===== config.mk =====
export PLATFORM = sky130hd
export DESIGN_NAME = tcip_timer
export DESIGN_NICKNAME = d
export VERILOG_FILES = /design/src/tcip_pkg.sv /design/src/tcip_tick_if.sv /design/src/tcip_pin_edge.sv /design/src/tcip_prescaler.sv /design/src/tcip_timer.sv
export VERILOG_INCLUDE_DIRS = /design/src
export SDC_FILE = /design/constraint.sdc
export NUM_CORES = 1
export LEC_CHECK = 0
export BUFFER_PORTS_ARGS = -buffer_cell sky130_fd_sc_hd__buf_2
export CAP_MARGIN = 5
export CORE_MARGIN = 4
export CORE_UTILIZATION = 65
export CTS_BUF_LIST = sky130_fd_sc_hd__clkbuf_2
export CTS_CLUSTER_SIZE = 10
export DETAILED_ROUTE_END_ITERATION = 6
export PLACE_DENSITY = 0.95
export SLEW_MARGIN = 25
export SYNTH_ARGS = -nofsm -noshare
export SYNTH_HDL_FRONTEND = slang
export SYNTH_SLANG_ARGS = --single-unit

===== constraint.sdc =====
create_clock -name i_sys_clk -period 7.7 [get_ports i_sys_clk]
set_clock_uncertainty 0.2 [all_clocks]
set_input_delay 0.77 -clock i_sys_clk [delete_from_list [all_inputs] [get_ports i_sys_clk]]
set_output_delay 0.77 -clock i_sys_clk [all_outputs]
set_load 0.01 [all_outputs]

===== src/tcip_consts.svh =====
// Offsets, field positions, codes and reset values of the timer block
`ifndef TCIP_CONSTS_SVH
`define TCIP_CONSTS_SVH
`define TCIP_ADDR_CTRL_B   3'h0
`define TCIP_ADDR_CNT      3'h1
`define TCIP_ADDR_OCR_A    3'h2
`define TCIP_ADDR_OCR_B    3'h3
`define TCIP_ADDR_MASK     3'h4
`define TCIP_ADDR_FLAGS    3'h5
`define TCIP_ADDR_SYNC     3'h6
`define TCIP_BIT_FORCE_A   7
`define TCIP_BIT_FORCE_B   6
`define TCIP_BIT_WGM2      3
`define TCIP_CS_MSB        2
`define TCIP_BIT_IRQ_B     3
`define TCIP_BIT_IRQ_A     2
`define TCIP_BIT_IRQ_OVF   1
`define TCIP_BIT_TSM       7
`define TCIP_BIT_PSR       0
`define TCIP_CS_STOP       3'h0
`define TCIP_CS_DIRECT     3'h1
`define TCIP_CS_DIV8       3'h2
`define TCIP_CS_DIV64      3'h3
`define TCIP_CS_DIV256     3'h4
`define TCIP_CS_DIV1024    3'h5
`define TCIP_CS_EXT_FALL   3'h6
`define TCIP_CS_EXT_RISE   3'h7
`define TCIP_MODE_NORMAL   3'h0
`define TCIP_MODE_CTC      3'h2
`define TCIP_MODE_FAST_OCR 3'h7
`define TCIP_LO_FAST       2'h3
`define TCIP_LO_PHASE      2'h1
`define TCIP_OM_TOGGLE     2'h1
`define TCIP_OM_CLEAR      2'h2
`define TCIP_OM_SET        2'h3
`define TCIP_MAX           8'hFF
`define TCIP_BOTTOM        8'h00
`define TCIP_ONE           8'h01
`define TCIP_RST_BYTE      8'h00
`define TCIP_RST_SEL       3'h0
`define TCIP_PSC_W         10
`define TCIP_TAP8_MSB      2
`define TCIP_TAP64_MSB     5
`define TCIP_TAP256_MSB    7
`define TCIP_TAP1024_MSB   9
`endif


===== src/tcip_pkg.sv =====
// Types shared by the timer block modules
package tcip_pkg;
	typedef logic [7:0] tcip_byte_t;
	typedef logic [2:0] tcip_addr_t;
	typedef logic [2:0] tcip_sel_t;
	typedef enum logic [1:0] {
		TCIP_DIR_UP = 2'b01,
		TCIP_DIR_DN = 2'b10
	} tcip_dir_t;
endpackage


===== src/tcip_tick_if.sv =====
// Tick pulses from prescaler and count-pin detector to the timer core
interface tcip_tick_if;
	logic tap8;
	logic tap64;
	logic tap256;
	logic tap1024;
	logic ext_rise;
	logic ext_fall;
	modport presc (output tap8, output tap64, output tap256, output tap1024);
	modport pin_side (output ext_rise, output ext_fall);
	modport core (input tap8, input tap64, input tap256, input tap1024,
		input ext_rise, input ext_fall);
endinterface


===== src/tcip_pin_edge.sv =====
// Count-pin sampler and edge detector
module tcip_pin_edge (
	input  wire logic      i_sys_clk,
	input  wire logic      i_rst,
	input  wire logic      i_pin,
	tcip_tick_if.pin_side  tick
);
	import tcip_pkg::*;

	logic samp_r;
	logic cur_r;
	logic old_r;

	// Pin is read regardless of its direction, so software can count
	assign tick.ext_rise = cur_r & ~old_r;
	assign tick.ext_fall = ~cur_r & old_r;

	always_ff @(posedge i_sys_clk) begin
		if (i_rst) begin
			samp_r <= 1'b0;
			cur_r  <= 1'b0;
			old_r  <= 1'b0;
		end else begin
			samp_r <= i_pin;
			cur_r  <= samp_r;
			old_r  <= cur_r;
		end
	end
endmodule


===== src/tcip_prescaler.sv =====
// Free-running prescaler producing the divided tick taps
`include "tcip_consts.svh"
module tcip_prescaler (
	input  wire logic   i_sys_clk,
	input  wire logic   i_rst,
	input  wire logic   i_clear,
	tcip_tick_if.presc  tick
);
	import tcip_pkg::*;

	logic [`TCIP_PSC_W-1:0] cnt_r;
	logic [`TCIP_PSC_W-1:0] cnt_nxt;

	// Never looks at clock select, so tap phase survives reselection
	assign cnt_nxt = i_clear ? '0 : cnt_r + 1'b1;
	assign tick.tap8    = &cnt_r[`TCIP_TAP8_MSB:0] & ~i_clear;
	assign tick.tap64   = &cnt_r[`TCIP_TAP64_MSB:0] & ~i_clear;
	assign tick.tap256  = &cnt_r[`TCIP_TAP256_MSB:0] & ~i_clear;
	assign tick.tap1024 = &cnt_r[`TCIP_TAP1024_MSB:0] & ~i_clear;

	always_ff @(posedge i_sys_clk) begin
		if (i_rst) begin
			cnt_r <= '0;
		end else begin
			cnt_r <= cnt_nxt;
		end
	end
endmodule


===== src/tcip_timer.sv =====
// Timer/counter with two compare channels, flags and prescaler control
//
// Our own choices: the address map and the plain strobed port.
`include "tcip_consts.svh"

module tcip_timer (
	input  wire logic               i_sys_clk,
	input  wire logic               i_rst,
	input  wire tcip_pkg::tcip_addr_t i_addr,
	input  wire tcip_pkg::tcip_byte_t i_wdata,
	input  wire logic               i_wr,
	input  wire logic               i_rd,
	input  wire logic [1:0]         i_wave_mode_lo,
	input  wire logic [1:0]         i_out_mode_a,
	input  wire logic [1:0]         i_out_mode_b,
	input  wire logic               i_ext_count_pin,
	input  wire logic               i_global_irq_en,
	input  wire logic               i_vec_ack_cmp_a,
	input  wire logic               i_vec_ack_cmp_b,
	input  wire logic               i_vec_ack_ovf,
	output tcip_pkg::tcip_byte_t    o_rdata,
	output logic                    o_irq_cmp_a,
	output logic                    o_irq_cmp_b,
	output logic                    o_irq_ovf,
	output logic                    o_wave_out_a,
	output logic                    o_wave_out_b
);
	import tcip_pkg::*;

	tcip_tick_if tick_if ();

	tcip_byte_t cnt_r;
	tcip_byte_t cnt_nxt;
	tcip_byte_t ocr_a_r;
	tcip_byte_t ocr_b_r;
	tcip_byte_t rd_mux;
	tcip_byte_t rdata_r;
	tcip_byte_t top_val;
	tcip_sel_t  clk_sel_r;
	tcip_sel_t  wave_mode;
	tcip_dir_t  dir_r;
	tcip_dir_t  dir_nxt;
	logic       wgm2_r;
	logic [2:0] mask_r;
	logic [2:0] flag_r;
	logic [2:0] flag_nxt;
	logic [2:0] flag_set;
	logic [2:0] flag_clr;
	logic [2:0] irq_r;
	logic       force_a_r;
	logic       force_b_r;
	logic       blk_r;
	logic       psr_r;
	logic       psr_nxt;
	logic       tsm_r;
	logic       wave_a_r;
	logic       wave_b_r;
	logic       wr_ctrl;
	logic       wr_cnt;
	logic       wr_ocr_a;
	logic       wr_ocr_b;
	logic       wr_mask;
	logic       wr_flags;
	logic       wr_sync;
	logic       is_pwm;
	logic       is_phase;
	logic       top_is_ocr;
	logic       at_top;
	logic       tick_raw;
	logic       tick;
	logic       eq_a;
	logic       eq_b;
	logic       match_a;
	logic       match_b;
	logic       hit_a;
	logic       hit_b;
	logic       top_evt;
	logic       ovf_set;
	logic       force_a_nxt;
	logic       force_b_nxt;

	tcip_prescaler u_presc (
		.i_sys_clk (i_sys_clk),
		.i_rst     (i_rst),
		.i_clear   (psr_r),
		.tick      (tick_if.presc)
	);

	tcip_pin_edge u_pin (
		.i_sys_clk (i_sys_clk),
		.i_rst     (i_rst),
		.i_pin     (i_ext_count_pin),
		.tick      (tick_if.pin_side)
	);

	// Next state of one flag; a set in the clearing cycle wins
	function automatic logic flag_next(input logic cur, input logic set,
		input logic clr);
		flag_next = set | (cur & ~clr);
	endfunction

	// Next level of one waveform output for its output mode
	function automatic logic wave_next(input logic cur,
		input logic [1:0] om, input logic hit, input logic top,
		input logic pwm, input logic phase, input logic up,
		input logic tog_ok);
		logic res;
		res = cur;
		if (hit) begin
			case (om)
				`TCIP_OM_TOGGLE: res = (!pwm || tog_ok) ? ~cur : cur;
				`TCIP_OM_CLEAR:  res = phase ? ~up : 1'b0;
				`TCIP_OM_SET:    res = phase ? up : 1'b1;
				default:         res = cur;
			endcase
		end else if (top && pwm && !phase) begin
			case (om)
				`TCIP_OM_CLEAR: res = 1'b1;
				`TCIP_OM_SET:   res = 1'b0;
				default:        res = cur;
			endcase
		end
		wave_next = res;
	endfunction

	// Register decode
	assign wr_ctrl  = i_wr & (i_addr == `TCIP_ADDR_CTRL_B);
	assign wr_cnt   = i_wr & (i_addr == `TCIP_ADDR_CNT);
	assign wr_ocr_a = i_wr & (i_addr == `TCIP_ADDR_OCR_A);
	assign wr_ocr_b = i_wr & (i_addr == `TCIP_ADDR_OCR_B);
	assign wr_mask  = i_wr & (i_addr == `TCIP_ADDR_MASK);
	assign wr_flags = i_wr & (i_addr == `TCIP_ADDR_FLAGS);
	assign wr_sync  = i_wr & (i_addr == `TCIP_ADDR_SYNC);

	// Mode decode; odd low mode bit means a PWM mode
	assign wave_mode  = {wgm2_r, i_wave_mode_lo};
	assign is_pwm     = i_wave_mode_lo[0];
	assign is_phase   = i_wave_mode_lo == `TCIP_LO_PHASE;
	assign top_is_ocr = (wave_mode == `TCIP_MODE_CTC) | (wgm2_r & is_pwm);
	assign top_val    = top_is_ocr ? ocr_a_r : `TCIP_MAX;
	assign at_top     = cnt_r == top_val;

	// Clock source select
	assign tick_raw =
		(clk_sel_r == `TCIP_CS_DIRECT)   ? 1'b1 :
		(clk_sel_r == `TCIP_CS_DIV8)     ? tick_if.tap8 :
		(clk_sel_r == `TCIP_CS_DIV64)    ? tick_if.tap64 :
		(clk_sel_r == `TCIP_CS_DIV256)   ? tick_if.tap256 :
		(clk_sel_r == `TCIP_CS_DIV1024)  ? tick_if.tap1024 :
		(clk_sel_r == `TCIP_CS_EXT_FALL) ? tick_if.ext_fall :
		(clk_sel_r == `TCIP_CS_EXT_RISE) ? tick_if.ext_rise :
		1'b0;
	// Held prescaler reset keeps the counter halted during setup
	assign tick = tick_raw & ~psr_r;

	// Compare units
	assign eq_a    = cnt_r == ocr_a_r;
	assign eq_b    = cnt_r == ocr_b_r;
	assign match_a = tick & ~blk_r & eq_a;
	assign match_b = tick & ~blk_r & eq_b;
	assign top_evt = tick & at_top;

	// Force strobes only in non-PWM modes; they never reach the flags
	assign force_a_nxt = wr_ctrl & i_wdata[`TCIP_BIT_FORCE_A] &
		~i_wave_mode_lo[0];
	assign force_b_nxt = wr_ctrl & i_wdata[`TCIP_BIT_FORCE_B] &
		~i_wave_mode_lo[0];
	assign hit_a = match_a | force_a_r;
	assign hit_b = match_b | force_b_r;

	// Overflow point per waveform mode
	assign ovf_set = tick & (is_phase ?
		(dir_r == TCIP_DIR_DN && cnt_r == `TCIP_BOTTOM) :
		(wave_mode == `TCIP_MODE_FAST_OCR) ? at_top :
		cnt_r == `TCIP_MAX);

	// Flags: bit 2 compare B, bit 1 compare A, bit 0 overflow
	assign flag_set = {match_b, match_a, ovf_set};
	assign flag_clr = ({3{wr_flags}} &
		i_wdata[`TCIP_BIT_IRQ_B:`TCIP_BIT_IRQ_OVF]) |
		{i_vec_ack_cmp_b, i_vec_ack_cmp_a, i_vec_ack_ovf};
	assign flag_nxt = {flag_next(flag_r[2], flag_set[2], flag_clr[2]),
		flag_next(flag_r[1], flag_set[1], flag_clr[1]),
		flag_next(flag_r[0], flag_set[0], flag_clr[0])};

	// Prescaler reset self-clears unless sync mode holds it
	assign psr_nxt = wr_sync ? i_wdata[`TCIP_BIT_PSR] :
		psr_r & tsm_r;

	// Read mux; reserved and force bits read as zero
	assign rd_mux =
		(i_addr == `TCIP_ADDR_CTRL_B) ? {4'h0, wgm2_r, clk_sel_r} :
		(i_addr == `TCIP_ADDR_CNT)    ? cnt_r :
		(i_addr == `TCIP_ADDR_OCR_A)  ? ocr_a_r :
		(i_addr == `TCIP_ADDR_OCR_B)  ? ocr_b_r :
		(i_addr == `TCIP_ADDR_MASK)   ? {4'h0, mask_r, 1'b0} :
		(i_addr == `TCIP_ADDR_FLAGS)  ? {4'h0, flag_r, 1'b0} :
		(i_addr == `TCIP_ADDR_SYNC)   ? {tsm_r, 6'h00, psr_r} :
		`TCIP_RST_BYTE;

	// Counter sequence; a software write beats the tick
	always_comb begin
		cnt_nxt = cnt_r;
		dir_nxt = dir_r;
		if (wr_cnt) begin
			cnt_nxt = i_wdata;
		end else if (tick && is_phase) begin
			case (dir_r)
				TCIP_DIR_UP: begin
					if (at_top) begin
						dir_nxt = TCIP_DIR_DN;
						cnt_nxt = cnt_r - `TCIP_ONE;
					end else begin
						cnt_nxt = cnt_r + `TCIP_ONE;
					end
				end
				TCIP_DIR_DN: begin
					if (cnt_r == `TCIP_BOTTOM) begin
						dir_nxt = TCIP_DIR_UP;
						cnt_nxt = cnt_r + `TCIP_ONE;
					end else begin
						cnt_nxt = cnt_r - `TCIP_ONE;
					end
				end
				default: begin
					dir_nxt = TCIP_DIR_UP;
				end
			endcase
		end else if (tick) begin
			// Only a real tick at top wraps; a force cannot clear
			cnt_nxt = at_top ? `TCIP_BOTTOM : cnt_r + `TCIP_ONE;
		end
	end

	always_ff @(posedge i_sys_clk) begin
		if (i_rst) begin
			cnt_r <= `TCIP_RST_BYTE;
			dir_r <= TCIP_DIR_UP;
			blk_r <= 1'b0;
		end else begin
			cnt_r <= cnt_nxt;
			dir_r <= dir_nxt;
			blk_r <= wr_cnt | (blk_r & ~tick);
		end
	end

	always_ff @(posedge i_sys_clk) begin
		if (i_rst) begin
			clk_sel_r <= `TCIP_RST_SEL;
			wgm2_r    <= 1'b0;
			force_a_r <= 1'b0;
			force_b_r <= 1'b0;
		end else begin
			if (wr_ctrl) begin
				clk_sel_r <= i_wdata[`TCIP_CS_MSB:0];
				wgm2_r    <= i_wdata[`TCIP_BIT_WGM2];
			end
			force_a_r <= force_a_nxt;
			force_b_r <= force_b_nxt;
		end
	end

	always_ff @(posedge i_sys_clk) begin
		if (i_rst) begin
			ocr_a_r <= `TCIP_RST_BYTE;
			ocr_b_r <= `TCIP_RST_BYTE;
			mask_r  <= '0;
			flag_r  <= '0;
			psr_r   <= 1'b0;
			tsm_r   <= 1'b0;
		end else begin
			if (wr_ocr_a) begin
				ocr_a_r <= i_wdata;
			end
			if (wr_ocr_b) begin
				ocr_b_r <= i_wdata;
			end
			if (wr_mask) begin
				mask_r <= i_wdata[`TCIP_BIT_IRQ_B:`TCIP_BIT_IRQ_OVF];
			end
			if (wr_sync) begin
				tsm_r <= i_wdata[`TCIP_BIT_TSM];
			end
			flag_r <= flag_nxt;
			psr_r  <= psr_nxt;
		end
	end

	always_ff @(posedge i_sys_clk) begin
		if (i_rst) begin
			irq_r    <= '0;
			rdata_r  <= `TCIP_RST_BYTE;
			wave_a_r <= 1'b0;
			wave_b_r <= 1'b0;
		end else begin
			irq_r    <= {3{i_global_irq_en}} & flag_r & mask_r;
			rdata_r  <= i_rd ? rd_mux : `TCIP_RST_BYTE;
			wave_a_r <= wave_next(wave_a_r, i_out_mode_a, hit_a, top_evt,
				is_pwm, is_phase, dir_r == TCIP_DIR_UP, wgm2_r);
			wave_b_r <= wave_next(wave_b_r, i_out_mode_b, hit_b, top_evt,
				is_pwm, is_phase, dir_r == TCIP_DIR_UP, 1'b0);
		end
	end

	assign o_rdata      = rdata_r;
	assign o_irq_cmp_b  = irq_r[2];
	assign o_irq_cmp_a  = irq_r[1];
	assign o_irq_ovf    = irq_r[0];
	assign o_wave_out_a = wave_a_r;
	assign o_wave_out_b = wave_b_r;
endmodule


### After elaboration in Yosys (flattened, before gate mapping)

Cells that the tools add are included.

| word-level totals | value |
|---|---|
| logic and storage cells | 179 |
| input port bits | 26 |
| output and inout port bits | 13 |
| register bits | 67 |

| operators by class | value |
|---|---|
| bitwise operators | 54 |
| multiplexer cells | 40 |
| reduce and logical (&&, ||, !) cells | 27 |
| add/subtract/negate cells | 3 |
| equality and inequality tests | 33 |

Operators by type and width:

| operator | number |
|---|---|
| $mux W8 | 13 |
| $and A1 B1 Y1 | 29 |
| $eq A3 B3 Y1 const B | 8 |
| $eq A8 B8 Y1 | 3 |
| $mux W1 | 18 |
| $pmux W8 S2 | 1 |
| $eq A3 B2 Y1 const B | 5 |
| $reduce_bool A3 Y1 | 5 |
| $not A1 Y1 | 14 |
| $reduce_and A4 Y1 | 3 |
| $add A10 B1 Y10 const B | 1 |
| $eq A2 B2 Y1 const B | 5 |
| $reduce_and A10 Y1 | 1 |
| $and A3 B3 Y3 | 3 |
| $add A8 B1 Y8 const B | 1 |
| $eq A2 B1 Y1 const B | 4 |
| $eq A8 B8 Y1 const B | 1 |
| $logic_not A8 Y1 | 1 |
| $reduce_and A8 Y1 | 1 |
| $sub A8 B1 Y8 const B | 1 |
| $or A1 B1 Y1 | 7 |
| $eq A3 B1 Y1 const B | 2 |
| $ne A3 B3 Y1 const B | 2 |
| $pmux W1 S3 | 2 |
| other kinds (18) | 26 |

### Logic depth before layout (Yosys ltp)

Gate-level depths: netlist of run 1.

| logic depth | value |
|---|---|
| word-level depth | 15 |
| mapped depth | 9 |
| gate-level depth less buffers | 9 |

### Modules after synthesis

From an unflattened synthesis of run 1, not the netlist that was laid out.

| unflattened totals | value |
|---|---|
| cells, all modules | 466 |
| area total of the unflattened synthesis | 3748.6 um2 |

By module, submodules not included:

| module | area an instance (um2) | cells each | instances | sequential area each (um2) |
|---|---|---|---|---|
| tcip_timer | 3203.1 | 408 | 1 | 1081.0 |
| tcip_prescaler | 454.2 | 50 | 1 | 200.2 |
| tcip_pin_edge | 91.3 | 8 | 1 | 60.1 |

### Worst setup path after synthesis of run 1

Ideal clock, no wire load.

| path | value |
|---|---|
| path kind | in2reg |
| start | in i_wave_mode_lo[0] |
| end | reg cnt_r[3] |
| stages on the path | 6 |
| library setup time | 0.088 ns |
| path buffers | 0 |
| arrival time | 2.555 ns |
| data required time | 7.412 ns |
| slack | 4.857 ns |
| path through | or2b_2 > or3_1 > a21oi_1 > mux2_2 > o221a_1 > nor4_2 |

| on the way | value |
|---|---|
| word-level cells in the longest chain between the ends | 8 |
| elaborated cells on any way between the ends | 16 |
| those cells by class | 4 x eq/ne; 7 x mux; 2 x bitwise; 3 x reduce/logical |

RTL lines:

| what | RTL line | text |
|---|---|---|
| start, declared | tcip_timer.sv:13 | `input wire logic [1:0] i_wave_mode_lo,` |
| $eq A3 B2 Y1 (no line) / $and A1 B1 Y1 (equally long branches) | -- |  |
| $or A1 B1 Y1 | tcip_timer.sv:139 | `` assign top_is_ocr = (wave_mode == `TCIP_MODE_CTC) \| (wgm2_r & is_pwm); `` |
| $mux W8 (no line) | -- |  |
| $eq A8 B8 Y1 | tcip_timer.sv:141 | `assign at_top = cnt_r == top_val;` |
| $mux W8 (on tied branches) | -- |  |
| $pmux W8 S2 / $mux W8 (equally long branches) | tcip_timer.sv:208, tcip_timer.sv:229 |  |
| $mux W8 | tcip_timer.sv:207 | `end else if (tick && is_phase) begin` |
| $mux W8 | tcip_timer.sv:205 | `if (wr_cnt) begin` |
| end signal, assigned | tcip_timer.sv:237 | `` cnt_r <= `TCIP_RST_BYTE; `` |
| end signal, assigned | tcip_timer.sv:241 | `cnt_r <= cnt_nxt;` |
| end, declared | tcip_timer.sv:32 | `tcip_byte_t cnt_r;` |

Several ways; a longest one is shown, not always the timed one. The select of a mux whose other input is x is not followed.
A chain may end at the register's enable or synchronous reset.

### Worst setup path in the final report of run 1

| path | value |
|---|---|
| start | reg cnt_r[2] |
| end | reg cnt_r[4] |

| on the way | value |
|---|---|
| word-level cells in the longest chain between the ends | 5 |
| elaborated cells on any way between the ends | 11 |
| those cells by class | 2 x add/sub; 1 x eq/ne; 7 x mux; 1 x reduce/logical |

RTL lines:

| what | RTL line |
|---|---|
| $sub A8 B1 Y8 (no line), or another cell as far along | -- |
| $mux W8 (on tied branches) | -- |
| $pmux W8 S2 / $mux W8 (equally long branches) | tcip_timer.sv:208, tcip_timer.sv:229 |
| $mux W8 * | tcip_timer.sv:207 |
| $mux W8 * | tcip_timer.sv:205 |

Mark *: on every way between the ends. The rest lies on a longest branch, timed or not. The select of a mux whose other input is x is not followed.

==> results by group, run 1 <==
Yosys
  • EDFF count, synth: 0
  • Syn. warnings: 0
  • Synth Area per Inst: 8.29 sq um
  • Synthesized Nets: 520
  • Post-synth top flop: dfxtp_1
  • Synth cell types: 79
  • Post-synthesis async set-or-reset flop share: 0%
  • Gate Count Post-Synth: 489
  • Area leader, netlist: dfxtp_1
  • Seq cells post-synth: 67
  • Share of the synthesized area in the top cell type: 33.1%
  • Top post-synthesis cells by count: dfxtp_1, nand2_1, nor2_1
  • Top-count cell post-synth: dfxtp_1
  • Seq/Total Area, Yosys: 33.1%
  • Synth Cell Area: 4050 sq um
  • Synth top area cells: dfxtp_1, nand2_1, nor2_1

Setup path
  • CP Launch Point: cnt_r[2]$_SDFFE_PP0P_
  • RR Startpoint: cnt_r[2]$_SDFFE_PP0P_
  • CP endpoint kind: flop
  • Reg2reg path depth: 7
  • Worst-path fanout max: 12
  • Startpoint types: flop
  • Worst R2R Setup Slack: 4.62 ns
  • Critical path endpoint: cnt_r[4]$_SDFFE_PP0P_
  • Worst r2r dst: cnt_r[4]$_SDFFE_PP0P_
  • Worst path arrival time: 3.31 ns
  • Required @ worst endpoint: 7.93 ns
  • Crit Path Class: flop to flop

Timing
  • Max-slew headroom: 34.8%
  • RSZ-0062 raised after global routing: no
  • Final Max Slew Viols: 0
  • Finish-stage setup viols: 0
  • Tcrit/Tclk final: 40.0%
  • FMAX: 325 MHz
  • Worst Tran Pin Value: 0.970 ns
  • Setup TNS: 0 ns
  • Final Critical Period: 3.08 ns
  • Hold Violations, Final: 0

Cells and area
  • Final #Nets: 542
  • FF/Latch Area: 1340 sq um
  • ANT cells: 0
  • Design Area, Final: 4270 sq um
  • Share of cells above drive strength 1: 16.9%
  • Layout area overhead: 5.40%
  • Multi-input logic area: 2510 sq um
  • Number of fill cells in the layout: 471

Clock tree
  • Num CTS Buffers: 9
  • Worst-path clk slew: 0.20 ns
  • Post-cts sizing count: 0
  • Cts hold-fix bufs: 0
  • Worst skew pair latency: 0.51 ns
  • Setup Fix Bufs, Post-CTS: 0
  • CTS Root Cell: clkbuf_2
  • Clock sinks: 67
  • CTS tree: done
  • H-tree depth: 3
  • CTS Buffer Depth: 2

Job
  • Max cap viols: 0

Power
  • Power Dens Cells: 148 nW/um^2
  • Switching Share: 31.9%
  • Reg power frac: 57.9%
  • Clk network pwr share: 27.3%
  • Gate power share: 14.8%
  • Worst vdd ir: 0.000142 V
  • Leakage: 1.59 nW
  • Switching pwr: 0.000201 W
  • Internal Power: 0.000430 W

Global route
  • Initial antenna violation count: 0
  • GR Overflow Total: 0
  • First-pass GRT wire length: 17600 um
  • Vias in the first global route: 3610
  • Tot GR Track Use: 29.8%
  • Largest net degree at the start of global routing: 48

Route
  • Routed wire length: 10800 um
  • Vias per cell: 6.60
  • Routed len/inst: 18.3 um
  • Initial DRC count: 375
  • Via count: 3902
  • Detail Route Antenna Nets: 0
  • DR DRC count: 0
  • Pre-antenna DRT Iters: 5

Place
  • Placed inst area: 4180 sq um
  • Port buffer count: 38
  • Final Wtd Congestion: 0.951
  • Detailed Place HPWL: 7890 um

Floorplan
  • Die ar.: 7560 sq um
  • Die Span Y: 87.0 um
  • Die Wd: 87.0 um
  • Core area: 5990 sq um
  • Row cnt: 28
  • IO Count: 39
  • Initial core utilization: 67.6%

Min path
  • Hold Path Depth: 2
  • Worst hold path class: input pin to flop

Run status
  • Status: finished clean
==> cells by family (layout without fill, tap and decap cells) <==
group	Yosys count	after routing	share of synthesized area [%]
AND/OR/NAND/NOR	221	221	27.3
AO/OA/AOI/OAI	115	115	23.0
flip-flops	67	67	33.1
buffers and inverters	39	66	4.91
multiplexers	22	22	5.90
XOR/XNOR	20	20	4.32
adder cells (fa/ha/maj)	5	5	1.54
==> how the worst min path moves through the flow <==
stage / end / slack, ns / startpoint
3_3_place_gp: u_pin.cur_r$_SDFF_PP0_ / 0.23 / u_pin.samp_r$_SDFF_PP0_
6_report: u_pin.samp_r$_SDFF_PP0_ / 0.26 / i_ext_count_pin
2_1_floorplan: u_pin.cur_r$_SDFF_PP0_ / 0.21 / u_pin.samp_r$_SDFF_PP0_
5_1_grt: u_pin.samp_r$_SDFF_PP0_ / 0.24 / i_ext_count_pin
3_5_place_dp: u_pin.cur_r$_SDFF_PP0_ / 0.23 / u_pin.samp_r$_SDFF_PP0_
4_1_cts: u_pin.samp_r$_SDFF_PP0_ / 0.24 / i_ext_count_pin
==> final cells by class <==
class                   instances  area share, %
flip-flops and latches         67           31.4
clock buffers                   9           1.05
clock inverters                 7           1.03
well taps                      75           2.20
inverters                      12           1.05
multi-input cells             383           58.8
repair buffers                 38           4.45
==> through the flow <==
step	hold slack [ns]	setup WS, ns	instances	power [W]	utilization, %
floorplan	0.214	4.86	489	0.000437	-
global placement	0.231	4.60	575	0.000460	69.8
detailed placement	0.231	4.53	575	0.000464	69.8
CTS	0.240	4.67	591	0.000633	71.3
global route	0.245	4.47	591	0.000661	71.3
finish	0.264	4.62	591	0.000632	71.3
==> power groups by stage <==
stage	clock network [W]	logic, W	registers [W]
after floorplan	0	0.0000704	0.000366
after global placement	0	0.0000889	0.000372
after detailed placement	0	0.0000915	0.000372
after CTS	0.000176	0.0000919	0.000365
after global routing	0.000193	0.000102	0.000367
final	0.000172	0.0000936	0.000365
==> worst max-delay path, cell delays in order, from the launching register on <==
cell       delay (ns)
dfxtp_1          0.74
inv_2            0.17
a2111oi_4        0.50
nand2_1          0.16
nor3_2           0.52
mux2_2           0.33
o221ai_1         0.12
o211a_1          0.24
==> metal layers <==
metal / GRT usage (%) / share of wire [%] / wire, um / up-vias
met5: 0 / 0 / 0 / -
met4: 13.5 / 2.9 / 319 / 0
met3: 5.39 / 9.0 / 974 / 34
met2: 47.8 / 47 / 5060 / 244
met1: 39.1 / 41 / 4470 / 1830
li1: - / - / - / 1794
==> state kept, by name, indices dropped and copies added, names as in the netlist, 2 cells and up <==
name	flops
flag_r	3
u_presc.cnt_r	10
cnt_r	8
ocr_b_r	8
dir_r	2
mask_r	3
irq_r	3
clk_sel_r	3
ocr_a_r	8
o_rdata	8
==> cell usage in the layout (no fill, tap or decap), types with 9 or more instances in the layout <==
master	n
nor2b_1	19
nand2_1	65
dfxtp_1	67
nor3_1	9
nand2b_1	12
nor2_1	59
a21oi_1	32
xnor2_1	12
inv_1	10
nand3_1	17
o21ai_0	9
buf_2	38
and3_1	9
a22oi_1	11
mux2i_1	16
clkbuf_2	9
Power figures use the tool's default switching activity.
==> inputs of run 2 (changes only) <==
--- a/config.mk
+++ b/config.mk
@@ -9,11 +9,11 @@
 export BUFFER_PORTS_ARGS = -buffer_cell sky130_fd_sc_hd__buf_2
 export CAP_MARGIN = 5
 export CORE_MARGIN = 4
-export CORE_UTILIZATION = 65
+export CORE_UTILIZATION = 62
 export CTS_BUF_LIST = sky130_fd_sc_hd__clkbuf_2
 export CTS_CLUSTER_SIZE = 10
 export DETAILED_ROUTE_END_ITERATION = 6
-export PLACE_DENSITY = 0.95
+export PLACE_DENSITY = 0.93
 export SLEW_MARGIN = 25
 export SYNTH_ARGS = -nofsm -noshare
 export SYNTH_HDL_FRONTEND = slang
==> constraint.sdc (replaced) <==
create_clock -name i_sys_clk -period 3.15 [get_ports i_sys_clk]
set_clock_uncertainty 0.2 [all_clocks]
set_input_delay 0.315 -clock i_sys_clk [delete_from_list [all_inputs] [get_ports i_sys_clk]]
set_output_delay 0.315 -clock i_sys_clk [all_outputs]
set_load 0.01 [all_outputs]
==> run 2 against run 1 <==
Sequential share of layout area decreased by 2.2 points. Count of clock-buffer cells in the layout unchanged. Design area increased by 7.5%. Utilization increased by 1.0 points. Fmax increased by 5.6%. Clock power increased to 3.0 times the previous value. Via count increased by 3.1%. Critical path type unchanged. Largest cell class unchanged. Largest power group unchanged. Highest routed layer unchanged.
==> results by group, run 2 (synthesized netlist as in run 1, its figures left out) <==
Cells and area
  • Max reg flops: 10
  • Layout area overhead: 13.3%
  • Most frequent cells in the layout: dfxtp_1, nand2_1, nor2_1
  • Share of cells above drive strength 1: 18.1%
  • Number of fill cells in the layout: 430
  • Most flop-heavy register: u_presc.cnt_r
  • FF/Latch Area: 1340 sq um
  • Fin cells: 626
  • Leading cell type in the layout, fill and taps excluded: dfxtp_1
  • Final #Nets: 574
  • Multi-input logic area: 2510 sq um
  • Layout Utilization: 72.3%

Power
  • Worst vdd ir: 0.000401 V
  • Leakage: 1.74 nW
  • Power Dens Cells: 364 nW/um^2

Timing
  • RSZ-0062 raised after global routing: no
  • Setup TNS: 0 ns
  • Final Max Slew Viols: 0
  • Hold Violations, Final: 0
  • Finish-stage setup viols: 0
  • Setup slack after layout: 0.231 ns
  • Final Critical Period: 2.92 ns
  • Worst Tran Pin Value: 1.09 ns
  • Tcrit/Tclk final: 92.7%
  • FMAX: 343 MHz
  • Max-slew headroom: 26.8%

Clock tree
  • CTS Root Cell: clkbuf_2
  • H-tree depth: 3
  • Worst skew pair latency: 0.53 ns
  • Worst-path clk slew: 0.22 ns
  • CTS tree: done
  • Setup Fix Bufs, Post-CTS: 0
  • CTS Buffer Depth: 2
  • Num CTS Buffers: 9
  • Clock sinks: 67

Route
  • Initial DRC count: 402
  • DR DRC count: 0
  • Detail Route Antenna Nets: 0
  • Pre-antenna DRT Iters: 6
  • Vias per cell: 6.43
  • Routed wire length: 11500 um
  • Via count: 4024
  • Routed len/inst: 18.4 um

Setup path
  • Worst-path fanout max: 9
  • RR Startpoint: u_presc.cnt_r[0]$_SDFF_PP0_
  • Worst path arrival time: 3.15 ns
  • Required @ worst endpoint: 3.38 ns
  • Crit Path Class: flop to flop
  • Startpoint types: flop
  • CP Launch Point: u_presc.cnt_r[0]$_SDFF_PP0_
  • CP endpoint kind: flop

Job
  • Max cap viols: 0

Place
  • Placed cell count: 589
  • Detailed Place HPWL: 8130 um
  • Setup Slack @ Placement: 0.289 ns
  • Final Wtd Congestion: 0.925
  • Port buffer count: 38

Global route
  • GR Overflow Total: 0
  • Largest net degree at the start of global routing: 47
  • Vias in the first global route: 3880
  • First-pass GRT wire length: 19200 um
  • Tot GR Track Use: 31.7%
  • Initial antenna violation count: 0

Min path
  • Worst hold path class: input pin to flop
  • HP Start: i_wave_mode_lo[0]

Floorplan
  • Die Span Y: 88.9 um
  • Die Wd: 88.9 um
  • IO Count: 39
  • Die ar.: 7890 sq um
  • Core area: 6350 sq um
  • Row cnt: 29
  • Initial core utilization: 63.8%

Run status
  • Status: finished clean
==> run 2: final timing paths <==
check / depth (start not counted) / slack [ns] / to
max: 8 / 0.23 / cnt_r[3]$_SDFFE_PP0P_
min: 3 / 0.03 / force_b_r$_SDFF_PP0_
max reg2reg: 8 / 0.23 / cnt_r[3]$_SDFFE_PP0P_
min reg2reg: 1 / 0.29 / u_pin.cur_r$_SDFF_PP0_
==> run 2: metal layers <==
| layer | vias up | global-route usage (%) | part of all wire [%] |
|---|---|---|---|
| met5 | - | 0 | 0 |
| met4 | 0 | 13.9 | 3.6 |
| met3 | 47 | 8.75 | 9.6 |
| met2 | 248 | 50.5 | 46 |
| met1 | 1874 | 40.0 | 41 |
| li1 | 1855 | - | - |
==> run 2: what timing repair did <==
action	4_1_cts	5_1_grt
endpoints found under the hold margin	43	2
setup endpoints to repair	0	0
hold buffers	18	2
resized for setup	0	0
==> run 2: area by class of cell <==
cell class,instances,area share (%)
antenna,1,0.0545
clock buffer,9,0.981
clock inverter,7,1.50
inverter,12,0.981
multi-input combinational,383,54.7
sequential,67,29.2
tap,77,2.10
timing repair buffer,70,10.5
==> run 2: critical path, stage by stage (launching register included) <==
cell	delay, ns
dfxtp_1	0.41
ha_1	0.25
nand3_4	0.11
nor4_1	0.44
o21ai_4	0.19
a21oi_1	0.27
mux2_2	0.42
o221a_1	0.29
nor4_2	0.25
==> run 2: through the flow <==
step | hold slack, ns | instance area [sq um] | total power (W)
finish | 0.0335 | 4590 | 0.00167
global route | 0.00601 | 4590 | 0.00174
CTS | 0.00455 | 4570 | 0.00166
detailed placement | 0.255 | 4280 | 0.00115
global placement | 0.225 | 4280 | 0.00114
floorplan | 0.214 | 4050 | 0.00107
==> run 2: where the power goes <==
part           internal [W]  switching [W]  total, W  leakage [nW]
clock network      0.000180       0.000329  0.000510        0.0693
logic              0.000111       0.000160  0.000271          1.13
registers          0.000866      0.0000244  0.000891         0.542
total               0.00116       0.000513   0.00167          1.74
